$ cat config.mk
export PLATFORM = sky130hd
export DESIGN_NAME = adc_fifo_scan_compare_control
export DESIGN_NICKNAME = d
export VERILOG_FILES = /design/src/adc_fifo_pkg.sv /design/src/adc_fifo_scan_compare_control.sv
export SDC_FILE = /design/constraint.sdc
export NUM_CORES = 1
export LEC_CHECK = 0
export ABC_AREA = 1
export BUFFER_PORTS_ARGS = -buffer_cell sky130_fd_sc_hd__buf_2
export CAP_MARGIN = 20
export CORE_MARGIN = 3
export CORE_UTILIZATION = 47
export CTS_BUF_LIST = sky130_fd_sc_hd__clkbuf_16
export DETAILED_ROUTE_END_ITERATION = 7
export PLACE_DENSITY = 0.79
export SETUP_SLACK_MARGIN = 0.05
export SLEW_MARGIN = 40
export SYNTH_ARGS = -nofsm -noshare
export SYNTH_HDL_FRONTEND = slang
export SYNTH_SLANG_ARGS = --single-unit
$ cat constraint.sdc
create_clock -name core_clk_i -period 6.5 [get_ports core_clk_i]
set_input_delay 0.65 -clock core_clk_i [delete_from_list [all_inputs] [get_ports core_clk_i]]
set_output_delay 0.65 -clock core_clk_i [all_outputs]
set_load 0.03 [all_outputs]
$ cat src/adc_fifo_pkg.sv
// Constants, register map and field layout of the converter FIFO control
//
// Notes on behaviour
// - Bit 7 and bits 4-3 of the FIFO control register read zero, ignore writes.
// - Scan on with FIFO active repeats the first queued channel until results fill.
// - Scan with continuous conversion restarts the same channel once complete is set.
// - Combine select 0: complete flag needs at least one compare trigger in the set.
// - Combine select 1: complete flag needs every compare trigger of the set.
// - Depth field zero disables the FIFO; plain single conversions are done.
// - Nonzero depth field enables the FIFO with depth of field plus one.
// - With FIFO on, channel writes push and result pair reads pop.
// - In FIFO mode conversion starts only once queued channels reach the depth.
// - In FIFO mode complete is set only when the result FIFO holds the depth.
// - Result reads in FIFO mode return results in the order channels were queued.
// - Input clock select code 11 picks the asynchronous converter clock.
package adc_fifo_pkg;

    // Register byte offsets, one word each
    localparam logic [7:0] OFS_FIFO_CTRL = 8'h00;
    localparam logic [7:0] OFS_STAT_CTRL1 = 8'h04;
    localparam logic [7:0] OFS_CLK_CFG = 8'h08;
    localparam logic [7:0] OFS_RESULT_HIGH = 8'h0C;
    localparam logic [7:0] OFS_RESULT_LOW = 8'h10;
    localparam logic [7:0] OFS_IRQ_STATUS = 8'h14;
    localparam logic [7:0] OFS_IRQ_CLEAR = 8'h18;
    localparam logic [7:0] OFS_IRQ_ENABLE = 8'h1C;

    // FIFO control register fields
    localparam int SCAN_BIT = 6;
    localparam int COMB_BIT = 5;
    localparam int DEPTH_LSB = 0;
    localparam int DEPTH_W = 3;

    // Status and control one fields
    localparam int CHAN_LSB = 0;
    localparam int CHAN_W = 5;
    localparam int CONT_BIT = 5;
    localparam int CMPEN_BIT = 6;
    localparam int CONVERSION_COMPLETE_FLAG_BIT = 7;

    // Clock configuration
    localparam int CLKSEL_W = 2;
    localparam logic [1:0] ASYNC_SEL = 2'h3;

    // Interrupt events
    localparam int EV_CONVERSION_COMPLETE_FLAG = 0;
    localparam int EV_CMP = 1;
    localparam int EV_W = 2;

    // Result layout and FIFO sizing
    localparam int RES_W = 12;
    localparam int RES_HI_W = 4;
    localparam int LVL_W = 4;
    localparam int MAX_LEVELS = 8;

    // Reset values
    localparam logic [DEPTH_W-1:0] RST_DEPTH = 3'h0;
    localparam logic [CHAN_W-1:0] RST_CHAN = 5'h1F;
    localparam logic [CLKSEL_W-1:0] RST_CLKSEL = 2'h0;
    localparam logic [EV_W-1:0] RST_IRQ = 2'h0;
    localparam logic [31:0] RST_RDATA = 32'h0000_0000;

endpackage

$ cat src/adc_fifo_scan_compare_control.sv
// FIFO, scan and compare-combine control of the converter, AHB-Lite slave
`timescale 1ns/1ps
module adc_fifo_scan_compare_control (
    input wire logic core_clk_i, // 50 MHz clock
    input wire logic rst_i, // Synchronous reset, high
    input wire logic hsel_i, // Slave select
    input wire logic [31:0] haddr_i, // Byte address
    input wire logic [1:0] htrans_i, // Transfer type
    input wire logic hwrite_i, // Write when high
    input wire logic [2:0] hsize_i, // Word only
    input wire logic [31:0] hwdata_i, // Write data
    input wire logic hready_i, // Bus ready
    output logic [31:0] hrdata_o, // Read data
    output logic hreadyout_o, // Slave ready
    output logic hresp_o, // Always OKAY
    input wire logic conv_done_i, // Converter finished, pulse
    input wire logic [adc_fifo_pkg::RES_W-1:0] conv_result_i, // Result
    input wire logic cmp_trig_i, // Compare met, with done
    output logic conv_start_o, // Start a conversion, pulse
    output logic [adc_fifo_pkg::CHAN_W-1:0] conv_chan_o, // Channel
    output logic [adc_fifo_pkg::CLKSEL_W-1:0] clk_sel_o, // Clock source
    output logic async_clk_sel_o, // Async clock chosen
    output logic irq_o // Interrupt level
);
    import adc_fifo_pkg::*;

    typedef enum logic {ST_IDLE, ST_BUSY} seq_t;

    // Levels for a depth code, zero when the FIFO is off
    function automatic logic [LVL_W-1:0] levels(input logic [DEPTH_W-1:0] d);
        levels = (d == '0) ? '0 : LVL_W'({1'b0, d} + 4'h1);
    endfunction

    ////////////////////////////////////////////////////////////////////////
    // Bus slave: one wait state, writes land in the data phase

    logic pend_q;
    logic pwr_q;
    logic [7:0] a_q;
    logic hready_q;
    logic hresp_q;
    logic [31:0] hrdata_q;
    logic accept;
    logic wr_en;
    logic rd_en;

    assign accept = hsel_i & htrans_i[1] & hready_i;
    assign wr_en = pend_q & pwr_q;
    assign rd_en = pend_q & ~pwr_q;

    // Address phase capture; upper address bits are not decoded
    always_ff @(posedge core_clk_i) begin
        if (rst_i) begin
            pend_q <= 1'b0;
            pwr_q <= 1'b0;
            a_q <= 8'h00;
            hready_q <= 1'b1;
            hresp_q <= 1'b0;
        end else begin
            pend_q <= accept;
            hready_q <= ~accept;
            hresp_q <= 1'b0;
            if (accept) begin
                a_q <= haddr_i[7:0];
                pwr_q <= hwrite_i;
            end
        end
    end

    logic wr_ctrl;
    logic wr_sc1;
    logic wr_clk;
    logic wr_iclr;
    logic wr_ien;
    logic rd_rl;

    assign wr_ctrl = wr_en & (a_q == OFS_FIFO_CTRL);
    assign wr_sc1 = wr_en & (a_q == OFS_STAT_CTRL1);
    assign wr_clk = wr_en & (a_q == OFS_CLK_CFG);
    assign wr_iclr = wr_en & (a_q == OFS_IRQ_CLEAR);
    assign wr_ien = wr_en & (a_q == OFS_IRQ_ENABLE);
    assign rd_rl = rd_en & (a_q == OFS_RESULT_LOW);

    ////////////////////////////////////////////////////////////////////////
    // Software registers

    logic scan_q;
    logic comb_q;
    logic [DEPTH_W-1:0] depth_q;
    logic [CHAN_W-1:0] chan_q;
    logic cont_q;
    logic cmp_en_q;
    logic [CLKSEL_W-1:0] clk_sel_q;
    logic async_q;
    logic [EV_W-1:0] irq_en_q;

    // Reserved control bits are simply never stored
    always_ff @(posedge core_clk_i) begin
        if (rst_i) begin
            scan_q <= 1'b0;
            comb_q <= 1'b0;
            depth_q <= RST_DEPTH;
            chan_q <= RST_CHAN;
            cont_q <= 1'b0;
            cmp_en_q <= 1'b0;
            clk_sel_q <= RST_CLKSEL;
            async_q <= 1'b0;
            irq_en_q <= RST_IRQ;
        end else begin
            if (wr_ctrl) begin
                scan_q <= hwdata_i[SCAN_BIT];
                comb_q <= hwdata_i[COMB_BIT];
                depth_q <= hwdata_i[DEPTH_LSB +: DEPTH_W];
            end
            if (wr_sc1) begin
                chan_q <= hwdata_i[CHAN_LSB +: CHAN_W];
                cont_q <= hwdata_i[CONT_BIT];
                cmp_en_q <= hwdata_i[CMPEN_BIT];
            end
            if (wr_clk) begin
                clk_sel_q <= hwdata_i[CLKSEL_W-1:0];
                async_q <= (hwdata_i[CLKSEL_W-1:0] == ASYNC_SEL);
            end
            if (wr_ien) begin
                irq_en_q <= hwdata_i[EV_W-1:0];
            end
        end
    end

    ////////////////////////////////////////////////////////////////////////
    // Channel queue, result queue and conversion sequencer

    seq_t st_q;
    logic [LVL_W-1:0] chan_cnt_q;
    logic [LVL_W-1:0] res_cnt_q;
    logic [2:0] conv_idx_q;
    logic [2:0] res_rd_q;
    logic cmp_or_q;
    logic cmp_and_q;
    logic conv_start_q;
    logic [CHAN_W-1:0] conv_chan_q;
    logic [CHAN_W-1:0] chan_mem [MAX_LEVELS];
    logic [RES_W-1:0] res_mem [MAX_LEVELS];

    logic [LVL_W-1:0] lvl;
    logic fifo_on;
    logic busy;
    logic push;
    logic pop;
    logic last;
    logic cmp_or_n;
    logic cmp_and_n;
    logic set_ok;
    logic single_ok;
    logic done_ev;
    logic conversion_complete_flag_ev;
    logic res_we;
    logic [2:0] res_wa;
    logic fifo_go;
    logic next_go;
    logic single_go;
    logic cont_go;
    logic start_ev;
    logic [CHAN_W-1:0] start_chan;

    assign lvl = levels(depth_q);
    assign fifo_on = (lvl != '0);
    assign busy = (st_q == ST_BUSY);
    assign push = wr_sc1 & fifo_on & (chan_cnt_q < lvl);
    assign pop = rd_rl & fifo_on & ({1'b0, res_rd_q} < res_cnt_q);
    assign last = fifo_on & (LVL_W'(res_cnt_q + 4'h1) == lvl);
    assign cmp_or_n = cmp_or_q | cmp_trig_i;
    assign cmp_and_n = cmp_and_q & cmp_trig_i;
    // Without compare every finished set counts as complete
    assign set_ok = ~cmp_en_q | (comb_q ? cmp_and_n : cmp_or_n);
    assign single_ok = ~cmp_en_q | cmp_trig_i;
    assign done_ev = busy & conv_done_i & ~wr_ctrl;
    assign conversion_complete_flag_ev = done_ev & (fifo_on ? (last & set_ok) : single_ok);
    assign res_we = done_ev & (fifo_on ? (res_cnt_q < lvl) : single_ok);
    assign res_wa = fifo_on ? res_cnt_q[2:0] : 3'h0;
    // A set starts once the queue is full and old results are done with
    assign fifo_go = ~busy & fifo_on & ~wr_ctrl & (chan_cnt_q == lvl)
        & ((res_cnt_q == '0) | (res_cnt_q == lvl));
    assign next_go = done_ev & fifo_on & ~last;
    assign single_go = ~fifo_on & wr_sc1;
    assign cont_go = done_ev & ~fifo_on & cont_q;
    assign start_ev = fifo_go | next_go | single_go | cont_go;

    // Channel for the conversion about to start
    always_comb begin
        start_chan = chan_q;
        if (single_go) begin
            start_chan = hwdata_i[CHAN_LSB +: CHAN_W];
        end else if (fifo_on) begin
            if (scan_q | fifo_go) begin
                start_chan = chan_mem[0];
            end else begin
                start_chan = chan_mem[3'(conv_idx_q + 3'h1)];
            end
        end
    end

    // Sequencer; a depth write aborts everything in flight
    always_ff @(posedge core_clk_i) begin
        if (rst_i || wr_ctrl) begin
            st_q <= ST_IDLE;
            chan_cnt_q <= '0;
            res_cnt_q <= '0;
            conv_idx_q <= 3'h0;
            res_rd_q <= 3'h0;
            cmp_or_q <= 1'b0;
            cmp_and_q <= 1'b1;
        end else begin
            if (push) begin
                chan_cnt_q <= LVL_W'(chan_cnt_q + 4'h1);
            end
            if (pop) begin
                res_rd_q <= 3'(res_rd_q + 3'h1);
            end
            if (done_ev) begin
                if (fifo_on) begin
                    res_cnt_q <= LVL_W'(res_cnt_q + 4'h1);
                    conv_idx_q <= 3'(conv_idx_q + 3'h1);
                    cmp_or_q <= cmp_or_n;
                    cmp_and_q <= cmp_and_n;
                    if (last) begin
                        st_q <= ST_IDLE;
                        // Continuous keeps the queue for the next set
                        if (!cont_q) begin
                            chan_cnt_q <= '0;
                        end
                    end
                end else begin
                    st_q <= cont_q ? ST_BUSY : ST_IDLE;
                end
            end
            if (fifo_go) begin
                st_q <= ST_BUSY;
                res_cnt_q <= '0;
                res_rd_q <= 3'h0;
                conv_idx_q <= 3'h0;
                cmp_or_q <= 1'b0;
                cmp_and_q <= 1'b1;
            end
            if (single_go) begin
                st_q <= ST_BUSY;
            end
        end
    end

    // Start strobe and channel towards the converter
    always_ff @(posedge core_clk_i) begin
        if (rst_i) begin
            conv_start_q <= 1'b0;
            conv_chan_q <= RST_CHAN;
        end else begin
            conv_start_q <= start_ev & ~wr_ctrl;
            if (start_ev) begin
                conv_chan_q <= start_chan;
            end
        end
    end

    // Queue storage; no reset needed, pointers guard the contents
    always_ff @(posedge core_clk_i) begin
        if (push) begin
            chan_mem[chan_cnt_q[2:0]] <= hwdata_i[CHAN_LSB +: CHAN_W];
        end
        if (res_we) begin
            res_mem[res_wa] <= conv_result_i;
        end
    end

    ////////////////////////////////////////////////////////////////////////
    // Conversion complete flag and interrupts

    logic conversion_complete_flag_q;
    logic conversion_complete_flag_clr;
    logic [EV_W-1:0] irq_st_q;
    logic [EV_W-1:0] irq_st_d;
    logic [EV_W-1:0] irq_ev;
    logic irq_q;

    // Cleared by a new channel write, a FIFO control write or by draining the results
    assign conversion_complete_flag_clr = wr_sc1 | wr_ctrl
        | (rd_rl & (~fifo_on | (LVL_W'(res_rd_q + 4'h1) >= res_cnt_q)));

    // A completion in the clearing cycle wins over the clear
    always_ff @(posedge core_clk_i) begin
        if (rst_i) begin
            conversion_complete_flag_q <= 1'b0;
        end else if (conversion_complete_flag_ev) begin
            conversion_complete_flag_q <= 1'b1;
        end else if (conversion_complete_flag_clr) begin
            conversion_complete_flag_q <= 1'b0;
        end
    end

    assign irq_ev[EV_CONVERSION_COMPLETE_FLAG] = conversion_complete_flag_ev;
    assign irq_ev[EV_CMP] = done_ev & cmp_trig_i;
    assign irq_st_d = (irq_st_q & ~(wr_iclr ? hwdata_i[EV_W-1:0] : RST_IRQ))
        | irq_ev;

    // Sticky status; the line follows next state to save a cycle
    always_ff @(posedge core_clk_i) begin
        if (rst_i) begin
            irq_st_q <= RST_IRQ;
            irq_q <= 1'b0;
        end else begin
            irq_st_q <= irq_st_d;
            irq_q <= |(irq_st_d & irq_en_q);
        end
    end

    ////////////////////////////////////////////////////////////////////////
    // Read data

    logic [31:0] rd_mux;
    logic [RES_W-1:0] res_head;

    assign res_head = res_mem[res_rd_q];

    // Unmapped and write-only words read zero
    always_comb begin
        rd_mux = RST_RDATA;
        unique case (a_q)
            OFS_FIFO_CTRL: begin
                rd_mux[SCAN_BIT] = scan_q;
                rd_mux[COMB_BIT] = comb_q;
                rd_mux[DEPTH_LSB +: DEPTH_W] = depth_q;
            end
            OFS_STAT_CTRL1: begin
                rd_mux[CHAN_LSB +: CHAN_W] = chan_q;
                rd_mux[CONT_BIT] = cont_q;
                rd_mux[CMPEN_BIT] = cmp_en_q;
                rd_mux[CONVERSION_COMPLETE_FLAG_BIT] = conversion_complete_flag_q;
            end
            OFS_CLK_CFG: rd_mux[CLKSEL_W-1:0] = clk_sel_q;
            OFS_RESULT_HIGH: rd_mux[RES_HI_W-1:0] = res_head[RES_W-1:8];
            OFS_RESULT_LOW: rd_mux[7:0] = res_head[7:0];
            OFS_IRQ_STATUS: rd_mux[EV_W-1:0] = irq_st_q;
            OFS_IRQ_ENABLE: rd_mux[EV_W-1:0] = irq_en_q;
            default: rd_mux = RST_RDATA;
        endcase
    end

    always_ff @(posedge core_clk_i) begin
        if (rst_i) begin
            hrdata_q <= RST_RDATA;
        end else if (rd_en) begin
            hrdata_q <= rd_mux;
        end
    end

    assign hrdata_o = hrdata_q;
    assign hreadyout_o = hready_q;
    assign hresp_o = hresp_q;
    assign conv_start_o = conv_start_q;
    assign conv_chan_o = conv_chan_q;
    assign clk_sel_o = clk_sel_q;
    assign async_clk_sel_o = async_q;
    assign irq_o = irq_q;
endmodule // adc_fifo_scan_compare_control

-- Word level (Yosys, flattened, before mapping)
Memory sizes are Yosys's and may differ from the RTL's. A register that Yosys moved wholly into a read port is not among the register bits.
Index checks and enable logic that the tools add are counted.
- output and inout port bits: 44
- memories: 2
- input bits: 88
- RAM bits: 136
- ROM bits: 0
- latch bits: 0
- register bits after elaboration: 63
- $lt $le $gt $ge: 4
- divide/modulo/power cells: 0
- muxes and demuxes: 34
- add/subtract/negate cells: 6
- shift-type cells: 0
- bitwise gates (word level): 55
- reduce and logical (&&, ||, !) cells: 11
- multiply operators: 0
- equal/unequal tests: 12
- memory list (memory ; words ; bits a word ; read ports ; clocked after Yosys merged registers in ; wr ports ; line ; source):
    res_mem ; 8 ; 12 ; 1 ; 1 ; 1 ; adc_fifo_scan_compare_control.sv:143 ; logic [RES_W-1:0] res_mem [MAX_LEVELS];
    chan_mem ; 8 ; 5 ; 2 ; 0 ; 1 ; adc_fifo_scan_compare_control.sv:142 ; logic [CHAN_W-1:0] chan_mem [MAX_LEVELS];
- operators by type and width (operator ; count):
    $and 1x1->1 ; 33
    $eq 8x5->1 const B ; 4
    $mux 4 ; 6
    $eq 8x4->1 const B ; 2
    $mux 1 ; 15
    $mux 5 ; 3
    $pmux 2 s7 ; 1
    $eq 4x4->1 ; 3
    $or 1x1->1 ; 11
    $mux 3 ; 3
    $add 3x1->4 const B ; 2
    $add 4x1->4 const B ; 2
    $eq 8x3->1 const B ; 1
    $logic_not 8->1 ; 1
    $lt 4x4->1 ; 2
    $not 1->1 ; 7
    $add 3x1->3 const B ; 2
    $pmux 2 s3 ; 1
    $and 2x2->2 ; 2
    $ge 4x4->1 ; 1
    $logic_not 4->1 ; 1
    $lt 3x4->1 ; 1
    $ne 4x1->1 const B ; 1
    $pmux 1 s2 ; 2
    13 further kinds ; 15

-- Depth between registers and ports, before layout
Gate-level depths: netlist of run 1.
- word-level depth: 11
- gate-level depth with buffers: 16

-- Worst setup path after synthesis of run 1
No wires, ideal clock.
- path kind: register to register
- start: register depth_q[0]
- end: memory res_mem[7][0] (enable)
- stages on the path, launching flop included: 12
- library setup time: 0.412 ns
- data arrival time: 2.855 ns
- required time: 6.088 ns
- path slack: 3.232 ns
- path buffers: 0
- period minus slack after synthesis: 3.268 ns
- cells stage by stage: dfxtp_1 > inv_2 > ha_1 > nand2_8 > nand3_2 > ha_1 > nand2_1 > nor2_1 > nand2_1 > a31o_2 > nand2_2 > nor4_1
- word-level cells in the longest chain between the ends: 7
- RTL lines (element ; line ; source):
    from (decl) ; adc_fifo_scan_compare_control.sv:89 ; logic [DEPTH_W-1:0] depth_q;
    from (signal assigned) ; adc_fifo_scan_compare_control.sv:113 ; depth_q <= hwdata_i[DEPTH_LSB +: DEPTH_W];
    $add 3x1->4 or $logic_not 3->1 (tied branches) ; adc_fifo_scan_compare_control.sv:31 ; levels = (d == '0) ? '0 : LVL_W'({1'b0, d} + 4'h1);
    $mux 4 (*) ; adc_fifo_scan_compare_control.sv:31 ;
    $lt 4x4->1 or $reduce_bool 4->1 (tied branches) ; adc_fifo_scan_compare_control.sv:179, adc_fifo_scan_compare_control.sv:167 ;
    $mux 1 ; adc_fifo_scan_compare_control.sv:179 ; assign res_we = done_ev & (fifo_on ? (res_cnt_q < lvl) : single_ok);
    $and 1x1->1 ; adc_fifo_scan_compare_control.sv:179 ;
    $mux 1 ; adc_fifo_scan_compare_control.sv:269 ; if (res_we) begin
    $mux 1 (not written as such) ; adc_fifo_scan_compare_control.sv:270 ; res_mem[res_wa] <= conv_result_i;
    to (decl) ; adc_fifo_scan_compare_control.sv:143 ;
Mark *: on every way between the ends. The rest lies on a longest branch, timed or not.

-- Final worst setup path of run 1
- start: register depth_q[0]
- end: memory chan_mem[4][3] (enable)
- word-level cells in the longest chain between the ends: 7
- RTL lines (element ; line ; source):
    $add 3x1->4 or $logic_not 3->1 (tied branches) ; adc_fifo_scan_compare_control.sv:31 ;
    $mux 4 (*) ; adc_fifo_scan_compare_control.sv:31 ;
    parallel branches: the longest is 2 deep, another holds $lt 4x4->1 ; -- ;
    $and 1x1->1 (*) ; adc_fifo_scan_compare_control.sv:169 ; assign push = wr_sc1 & fifo_on & (chan_cnt_q < lvl);
    $mux 1 (*) ; adc_fifo_scan_compare_control.sv:266 ; if (push) begin
    $mux 1 (not written as such) (*) ; adc_fifo_scan_compare_control.sv:267 ; chan_mem[chan_cnt_q[2:0]] <= hwdata_i[CHAN_LSB +: CHAN_W];
    to (decl) ; adc_fifo_scan_compare_control.sv:142 ;
Mark *: on every way between the ends.

==> summary.md, run 1 <==
| Metric | Value |
|---|---|
| WHS Path Cells | 3 |
| Synth top cells by count | edfxtp_1, nand2_1, nor2_1, o21ai_0, dfxtp_1 |
| First-pass GRT wire length | roughly 32000 um |
| Static Leak | 3.84 nW |
| Max transition margin | 0.448 |
| Buf/Inv on CP | 1 |
| Largest cells by area after synthesis | edfxtp_1, dfxtp_1, o21ai_0, nand2_1, nor2_1 |
| Die span in x | approximately 150 um |
| Post-route design area | between 10000 and 15000 um^2 |
| EDFF count, synth | between 100 and 150 |
| Post-DP HPWL | roughly 13000 um |
| GPL Wtd Cong | 0.822 |
| DR pass1 iterations | 7 |
| Cell type of the slowest stage on the worst timing path | nor3_1 |
| Ys flop type | edfxtp_1 |
| Worst flop-to-flop path endpoint | chan_mem[4][3]$_DFFE_PP_ |
| Postcts setup bufs | 0 |
| Grt met3 use | 0.0311 |
| Layout cells sized above 1 | 0.154 |
| CP delay by family, top | simple AND/OR/NAND/NOR gates |
| Final hold vios | 0 |
| Antenna Nets Post-Route | 0 |
| Post-synthesis sequential area ratio | 0.587 |
| Initial Utilization | 0.486 |
| Via/cell ratio | 5.39 |
| Rows | 50 |
| Area Overhead vs Synth | 11.3% |
| Routing usage on met2 | 0.312 |
| Antenna cell count | 0 |
| Final wirelength | roughly 20000 um |
| Critical path arrival | around 3200 ps |
| Cells after Synth | 922 |
| HP Start | haddr_i[7] |
| Worst-path maximum fanout | 9 |
| Yosys Warn Count | 0 |
| Largest net degree at the start of global routing | 50 |
| Post-Route Utilization | 0.541 |
| Core area | approximately 19000 um^2 |
| Clock-pin transition on the worst setup and hold timing paths | ~60 ps |
| FF-to-FF Start | depth_q[0]$_SDFFE_PP0P_ |
| Htree depth | 1 |
| Remaining global-route overflow | 0 |
| Asr flop ratio synth | 0 |
| Post-synth top area share | 0.443 |
| Fin crit share | 0.475 |
| Reg2reg setup slack | about 3400 ps |
| Status | complete, no violations |
| TritonCTS sink count | ~200 |
| Worst Setup End Kind | register |
| Largest area contributor in the netlist | edfxtp_1 |
| Register bit count reported by yosys | slightly above 200 |
| IO Count | 132 |
| GRT met1 Usage | 0.237 |
| Clock root buffer | clkbuf_16 |
| Synthesized area | approximately 9200 um^2 |
| Number of antenna violations at the first check in global routing | 1 |
| Worst EP required | about 6600 ps |
| Die Area | ~21000 um^2 |
| Critical Path Stages | 11 |
| Drt drc | 0 |
| Worst setup SP type | register |
| Max frequency | 324 MHz |
| Max Cap Viol | 0 |
| IO Port Bufs | 53 |
| WS Path Type | register to register |
| Final setup viols | 0 |
| GRT busiest layer | met2 |
| Unique masters post-synth | 53 |
| Slew @ Worst Pin | around 820 ps |
| Final period demand of the worst path | approximately 3100 ps |
| Via Count | around 6700 |
| CTS buffer count | 21 |
| VDD IR max | 0.220 mV |
| Clock buffer depth | 3 |
| Average wire per cell in the routed design | roughly 16 um |
| Power per cell area | approximately 240 nW/um^2 |
| HP Class | primary input to register |
| CTS tree | done |
| Most common cell in the netlist | edfxtp_1 |
| Worst path most repeated cell | nand2_2 |
| Vias in the first global route | around 6400 |
| CP max stage delay | approximately 650 ps |
| Nets@finish | around 1100 |
| Setup repair after global routing missed its margin | no |
| Setup TNS | 0 ps |
| Syn_area_per_cell | approximately 10 um^2 |
| Initial DRC Count | 531 |
| Resized Gates After CTS | 0 |
| Reg2reg path depth | 11 |
| Post-DP Area | approximately 9700 um^2 |
| Cells along the critical path | inv_2 > ha_1 > nand2_8 > nand2_2 > ha_1 > nand2_2 > nand2_1 > nand3_1 > nor4b_4 > nand2_2 > nor3_1 |
| Slew Viols, Final | 0 |
| Die height | 146 um |
| Hold_buf cts | 0 |
| Hold endpoint | a_q[7]$_SDFFE_PP0P_ |
| Clk_lat worst skew | 490 ps |
| Clock Skew | between 9 and 10 ps |
| Overall Global Routing Usage | 0.183 |
[cells in the final DEF (no fill, tap or decap), types with 2 or more instances in the layout]
cell          n
clkbuf_16    21
a31oi_1       2
nand3b_1      3
dfxtp_1      66
or2_2         4
nor3_2        6
a21oi_1      43
nand4_4       2
ha_1         20
a22o_1        2
nor2_4        3
inv_2         8
nand3_4       2
nand2_4       2
o22ai_1       5
inv_1        61
o221ai_1      5
nand3_1      54
nand4_1       5
buf_4        11
edfxtp_1    136
nand3_2       8
nand2_1     129
clkinv_1      3
nor3_1        9
nand2_2       9
nor2_1      127
o21ai_0     103
o211ai_1     18
xnor2_1       2
mux2i_1       5
nor2_2        9
buf_2        53
xor2_1        3
clkinvlp_4    2
conb_1       25
[worst max-delay path by stage]
stage	end	startpoint	slack, ps
floorplan	res_mem[7][0]$_DFFE_PP_	depth_q[0]$_SDFFE_PP0P_	3230
detailed placement	chan_mem[5][0]$_DFFE_PP_	depth_q[0]$_SDFFE_PP0P_	3440
global placement	chan_mem[4][3]$_DFFE_PP_	depth_q[0]$_SDFFE_PP0P_	3490
global route	chan_mem[4][3]$_DFFE_PP_	depth_q[0]$_SDFFE_PP0P_	3240
CTS	chan_mem[4][3]$_DFFE_PP_	depth_q[0]$_SDFFE_PP0P_	3400
finish	chan_mem[4][3]$_DFFE_PP_	depth_q[0]$_SDFFE_PP0P_	3410
[flip-flops by register name (all words and copies together), names as in the netlist, 2 cells and up, named ones only]
name and flops:
chan_q 5, irq_en_q 2, chan_mem 40, depth_q 3, res_cnt_q 4, clk_sel_o 2, res_mem 96, a_q 8
conv_idx_q 3, irq_st_q 2, chan_cnt_q 4, res_rd_q 3, conv_chan_o 5, hrdata_o 8
[cell families after synthesis]
kind of cell | synth area share
AND/OR/NAND/NOR | 0.196
buffers and inverters | 0.0638
other | 0.000407
adder cells (fa/ha/maj) | 0.0272
XOR/XNOR | 0.00475
multiplexers | 0.00543
AO/OA/AOI/OAI | 0.115
flip-flops | 0.587
[where the power goes]
group	leakage, nW	internal [W]	total [W]	switching [W]
clock	0.315	0.000585	0.00105	0.000462
sequential	1.76	0.00137	0.00138	0.00000306
combinational	1.77	0.0000187	0.0000852	0.0000665
total	3.84	0.00198	0.00251	0.000531
[per-stage QoR]
step / power [W] / hold WS (ps) / std cells / worst slack (ps)
3_3_place_gp: 0.00149 / 439 / 1211 / 3490
2_1_floorplan: 0.00147 / 443 / 946 / 3230
6_report: 0.00251 / 354 / 1247 / 3410
4_1_cts: 0.00252 / 346 / 1247 / 3400
5_1_grt: 0.00258 / 367 / 1247 / 3240
3_5_place_dp: 0.00149 / 446 / 1211 / 3440
[layout make-up]
class                           instances  area [um^2]
Tap cell                              260          325
Inverter                               62          235
Sequential cell                       202         5410
Timing Repair Buffer                   64          348
Fill cell                            1613         8700
Clock buffer                           21          526
Multi-Input combinational cell        623         3350
Clock inverter                         15         70.1
[worst reg2reg max path, delay by kind of cell (launching register included)]
family	cells	cell delay, ps
flip-flops	1	400
adder cells (fa/ha/maj)	2	590
AND/OR/NAND/NOR	8	1590
buffers and inverters	1	130
[layer usage]
layer  wire length [um]  share of wire  vias up
met5                 13        0.00065        -
met4                523          0.026        2
met3               1410          0.071       54
met2               9780           0.49      249
met1               8200           0.41     3159
li1                   -              -     3258
Note: power is estimated with default switching activity, not from simulation.
==> inputs of run 2 (changes only) <==
Clock period 6.5 ns to 3.1 ns, I/O delays scaled along.
==> summary.md, run 2 (synthesized netlist as in run 1, its figures left out) <==
| Metric | Value |
|---|---|
| Via Count | 6837 (+1.7%) |
| GRT met1 Usage | 0.248 (+0.0108) |
| Worst Setup End Kind | register |
| Clock root buffer | clkbuf_16 |
| Final wirelength | 20800 um (+4.3%) |
| Vias in the first global route | 6513 (+1.8%) |
| CP startpoint | depth_q[0]$_SDFFE_PP0P_ |
| Hold_buf cts | 0 (unchanged) |
| Power per cell area | 528 nW/um^2 (+120%) |
| WS Path Type | register to register |
| Leading cell type in the layout, fill and taps excluded | edfxtp_1 |
| Final period demand of the worst path | 2810 ps (-282 ps) |
| Final hold vios | 0 (unchanged) |
| CTS tree | done |
| Static Leak | 3.93 nW (+2.5%) |
| Via/cell ratio | 5.43 (+0.74%) |
| Most frequent cells in the layout | edfxtp_1, nand2_1, nor2_1 |
| Worst-path maximum fanout | 9 (unchanged) |
| Overall Global Routing Usage | 0.190 (+0.00695) |
| Postcts setup bufs | 0 (unchanged) |
| Setup TNS | 0 ps (unchanged) |
| Largest net degree at the start of global routing | 49 (-2.0%) |
| Status | complete, no violations |
| Antenna Nets Post-Route | 0 (unchanged) |
| # fillers | 1621 (+0.50%) |
| Clk_lat worst skew | 500 ps (about the same) |
| Slew @ Worst Pin | 683 ps (-139 ps) |
| HP Class | primary input to register |
| Max Cap Viol | 0 (unchanged) |
| Area Overhead vs Synth | 12.9% |
| Hold slack final | 11.5 ps (-342 ps) |
| Average wire per cell in the routed design | 16.5 um (+3.3%) |
| Reg2reg path depth | 11 (unchanged) |
| Initial Utilization | 0.486 (unchanged) |
| Antenna cell count | 0 (unchanged) |
| Resized Gates After CTS | 0 (unchanged) |
| IO Count | 132 (unchanged) |
| Reg area | 5410 um^2 (unchanged) |
| Fin crit share | 0.906 (+0.430) |
| Post-DP HPWL | 13500 um (+3.5%) |
| Initial DRC Count | 656 (+24%) |
| DR pass1 iterations | 5 (-2) |
| Slew Viols, Final | 0 (unchanged) |
| Max transition margin | 0.543 (+0.0951) |
| Remaining global-route overflow | 0 (unchanged) |
| Number of antenna violations at the first check in global routing | 1 (unchanged) |
| Top reg by flops | res_mem |
| FF-to-FF Start | depth_q[0]$_SDFFE_PP0P_ |
| Max frequency | 356 MHz (+10%) |
| Setup repair after global routing missed its margin | no |
| IO Port Bufs | 53 (unchanged) |
| Die Area | 21300 um^2 (unchanged) |
| Final setup viols | 0 (unchanged) |
| Drt drc | 0 (unchanged) |
| Worst flop-to-flop path endpoint | chan_mem[6][1]$_DFFE_PP_ |
| CTS buffer count | 22 (+4.8%) |
| Worst setup SP type | register |
| Nets@finish | 1093 (+1.0%) |
| Die height | 146 um (unchanged) |
| Reg2reg setup slack | 290 ps (-3120 ps) |
| Worst EP required | 3240 ps (-3380 ps) |
| Critical path arrival | 2950 ps (-260 ps) |
| VDD IR max | 0.613 mV (+180%) |
| GRT busiest layer | met2 |
| TritonCTS sink count | 202 (unchanged) |
| Clock Skew | 16.9 ps (+6.99 ps) |
| Die span in x | 146 um (unchanged) |
| Core area | 19000 um^2 (unchanged) |
| Clock-pin transition on the worst setup and hold timing paths | 60 ps (about the same) |
| Grt met3 use | 0.0361 (+0.00498) |
| Crit path capture | chan_mem[6][1]$_DFFE_PP_ |
| Layout cells sized above 1 | 0.164 (+0.0102) |
| Area of the multi-input gates | 3340 um^2 (-0.15%) |
| Htree depth | 1 (unchanged) |
| Routing usage on met2 | 0.317 (+0.00442) |
| Design Power | 0.00549 W (+120%) |
| GPL Wtd Cong | 0.825 (+0.27%) |
| Largest register FFs | 96 (unchanged) |
| Rows | 50 (unchanged) |
| First-pass GRT wire length | 33100 um (+3.7%) |
| Clock buffer depth | 3 (unchanged) |
[run 2: cell types whose count changed in the layout (fill, tap and decap cells not counted), sizes merged]
cell and change:
buf +10, clkbuf +2, clkinv +2, inv -1, clkinvlp -2, bufinv +1
[run 2: layer usage]
layer	wire length, um	up-vias
met3	1460	58
met5	9	-
met2	9970	293
met4	611	2
li1	-	3281
met1	8730	3203
[run 2: power breakdown]
group          total, W  leakage [nW]  switching [W]  internal [W]
Clock           0.00242         0.358        0.00100       0.00142
Sequential      0.00289          1.76     0.00000642       0.00288
Combinational  0.000182          1.82       0.000142     0.0000395
[run 2: layout make-up]
type | count | share of cell area
well taps | 260 | 0.0313
multi-input cells | 623 | 0.321
flip-flops and latches | 202 | 0.520
repair buffers | 74 | 0.0407
clock buffers | 23 | 0.0553
inverters | 62 | 0.0226
clock inverters | 15 | 0.00938
[run 2: metrics by stage]
step           setup slack (ps)  instance area (um^2)  utilization  std cells
2_1_floorplan              75.9                  9310            -        946
3_3_place_gp                410                  9730        0.513       1221
3_5_place_dp                320                  9730        0.513       1221
4_1_cts                     288                 10400        0.549       1259
5_1_grt                     139                 10400        0.549       1259
6_report                    293                 10400        0.549       1259
[run 2: worst min path at each step]
stage,from,depth (start not counted),to,slack (ps)
after global placement,conv_chan_o[1]$_SDFFE_PP1P_,2,conv_chan_o[1]$_SDFFE_PP1P_,440
after CTS,haddr_i[4],3,a_q[4]$_SDFFE_PP0P_,0.6
after detailed placement,conv_chan_o[1]$_SDFFE_PP1P_,2,conv_chan_o[1]$_SDFFE_PP1P_,450
after global routing,haddr_i[4],3,a_q[4]$_SDFFE_PP0P_,7
final,haddr_i[4],3,a_q[4]$_SDFFE_PP0P_,10
after floorplan,hwdata_i[0],0,chan_mem[0][0]$_DFFE_PP_,410
[run 2: worst max-delay path: stages, from the launching register on]
cell	delay [ps]
dfxtp_1	400
inv_2	120
ha_1	280
nand2_8	130
nand2_2	80
ha_1	320
nand2_2	120
nand2_1	60
nand3_1	130
nor4b_4	280
nand2_2	120
nor2_1	400
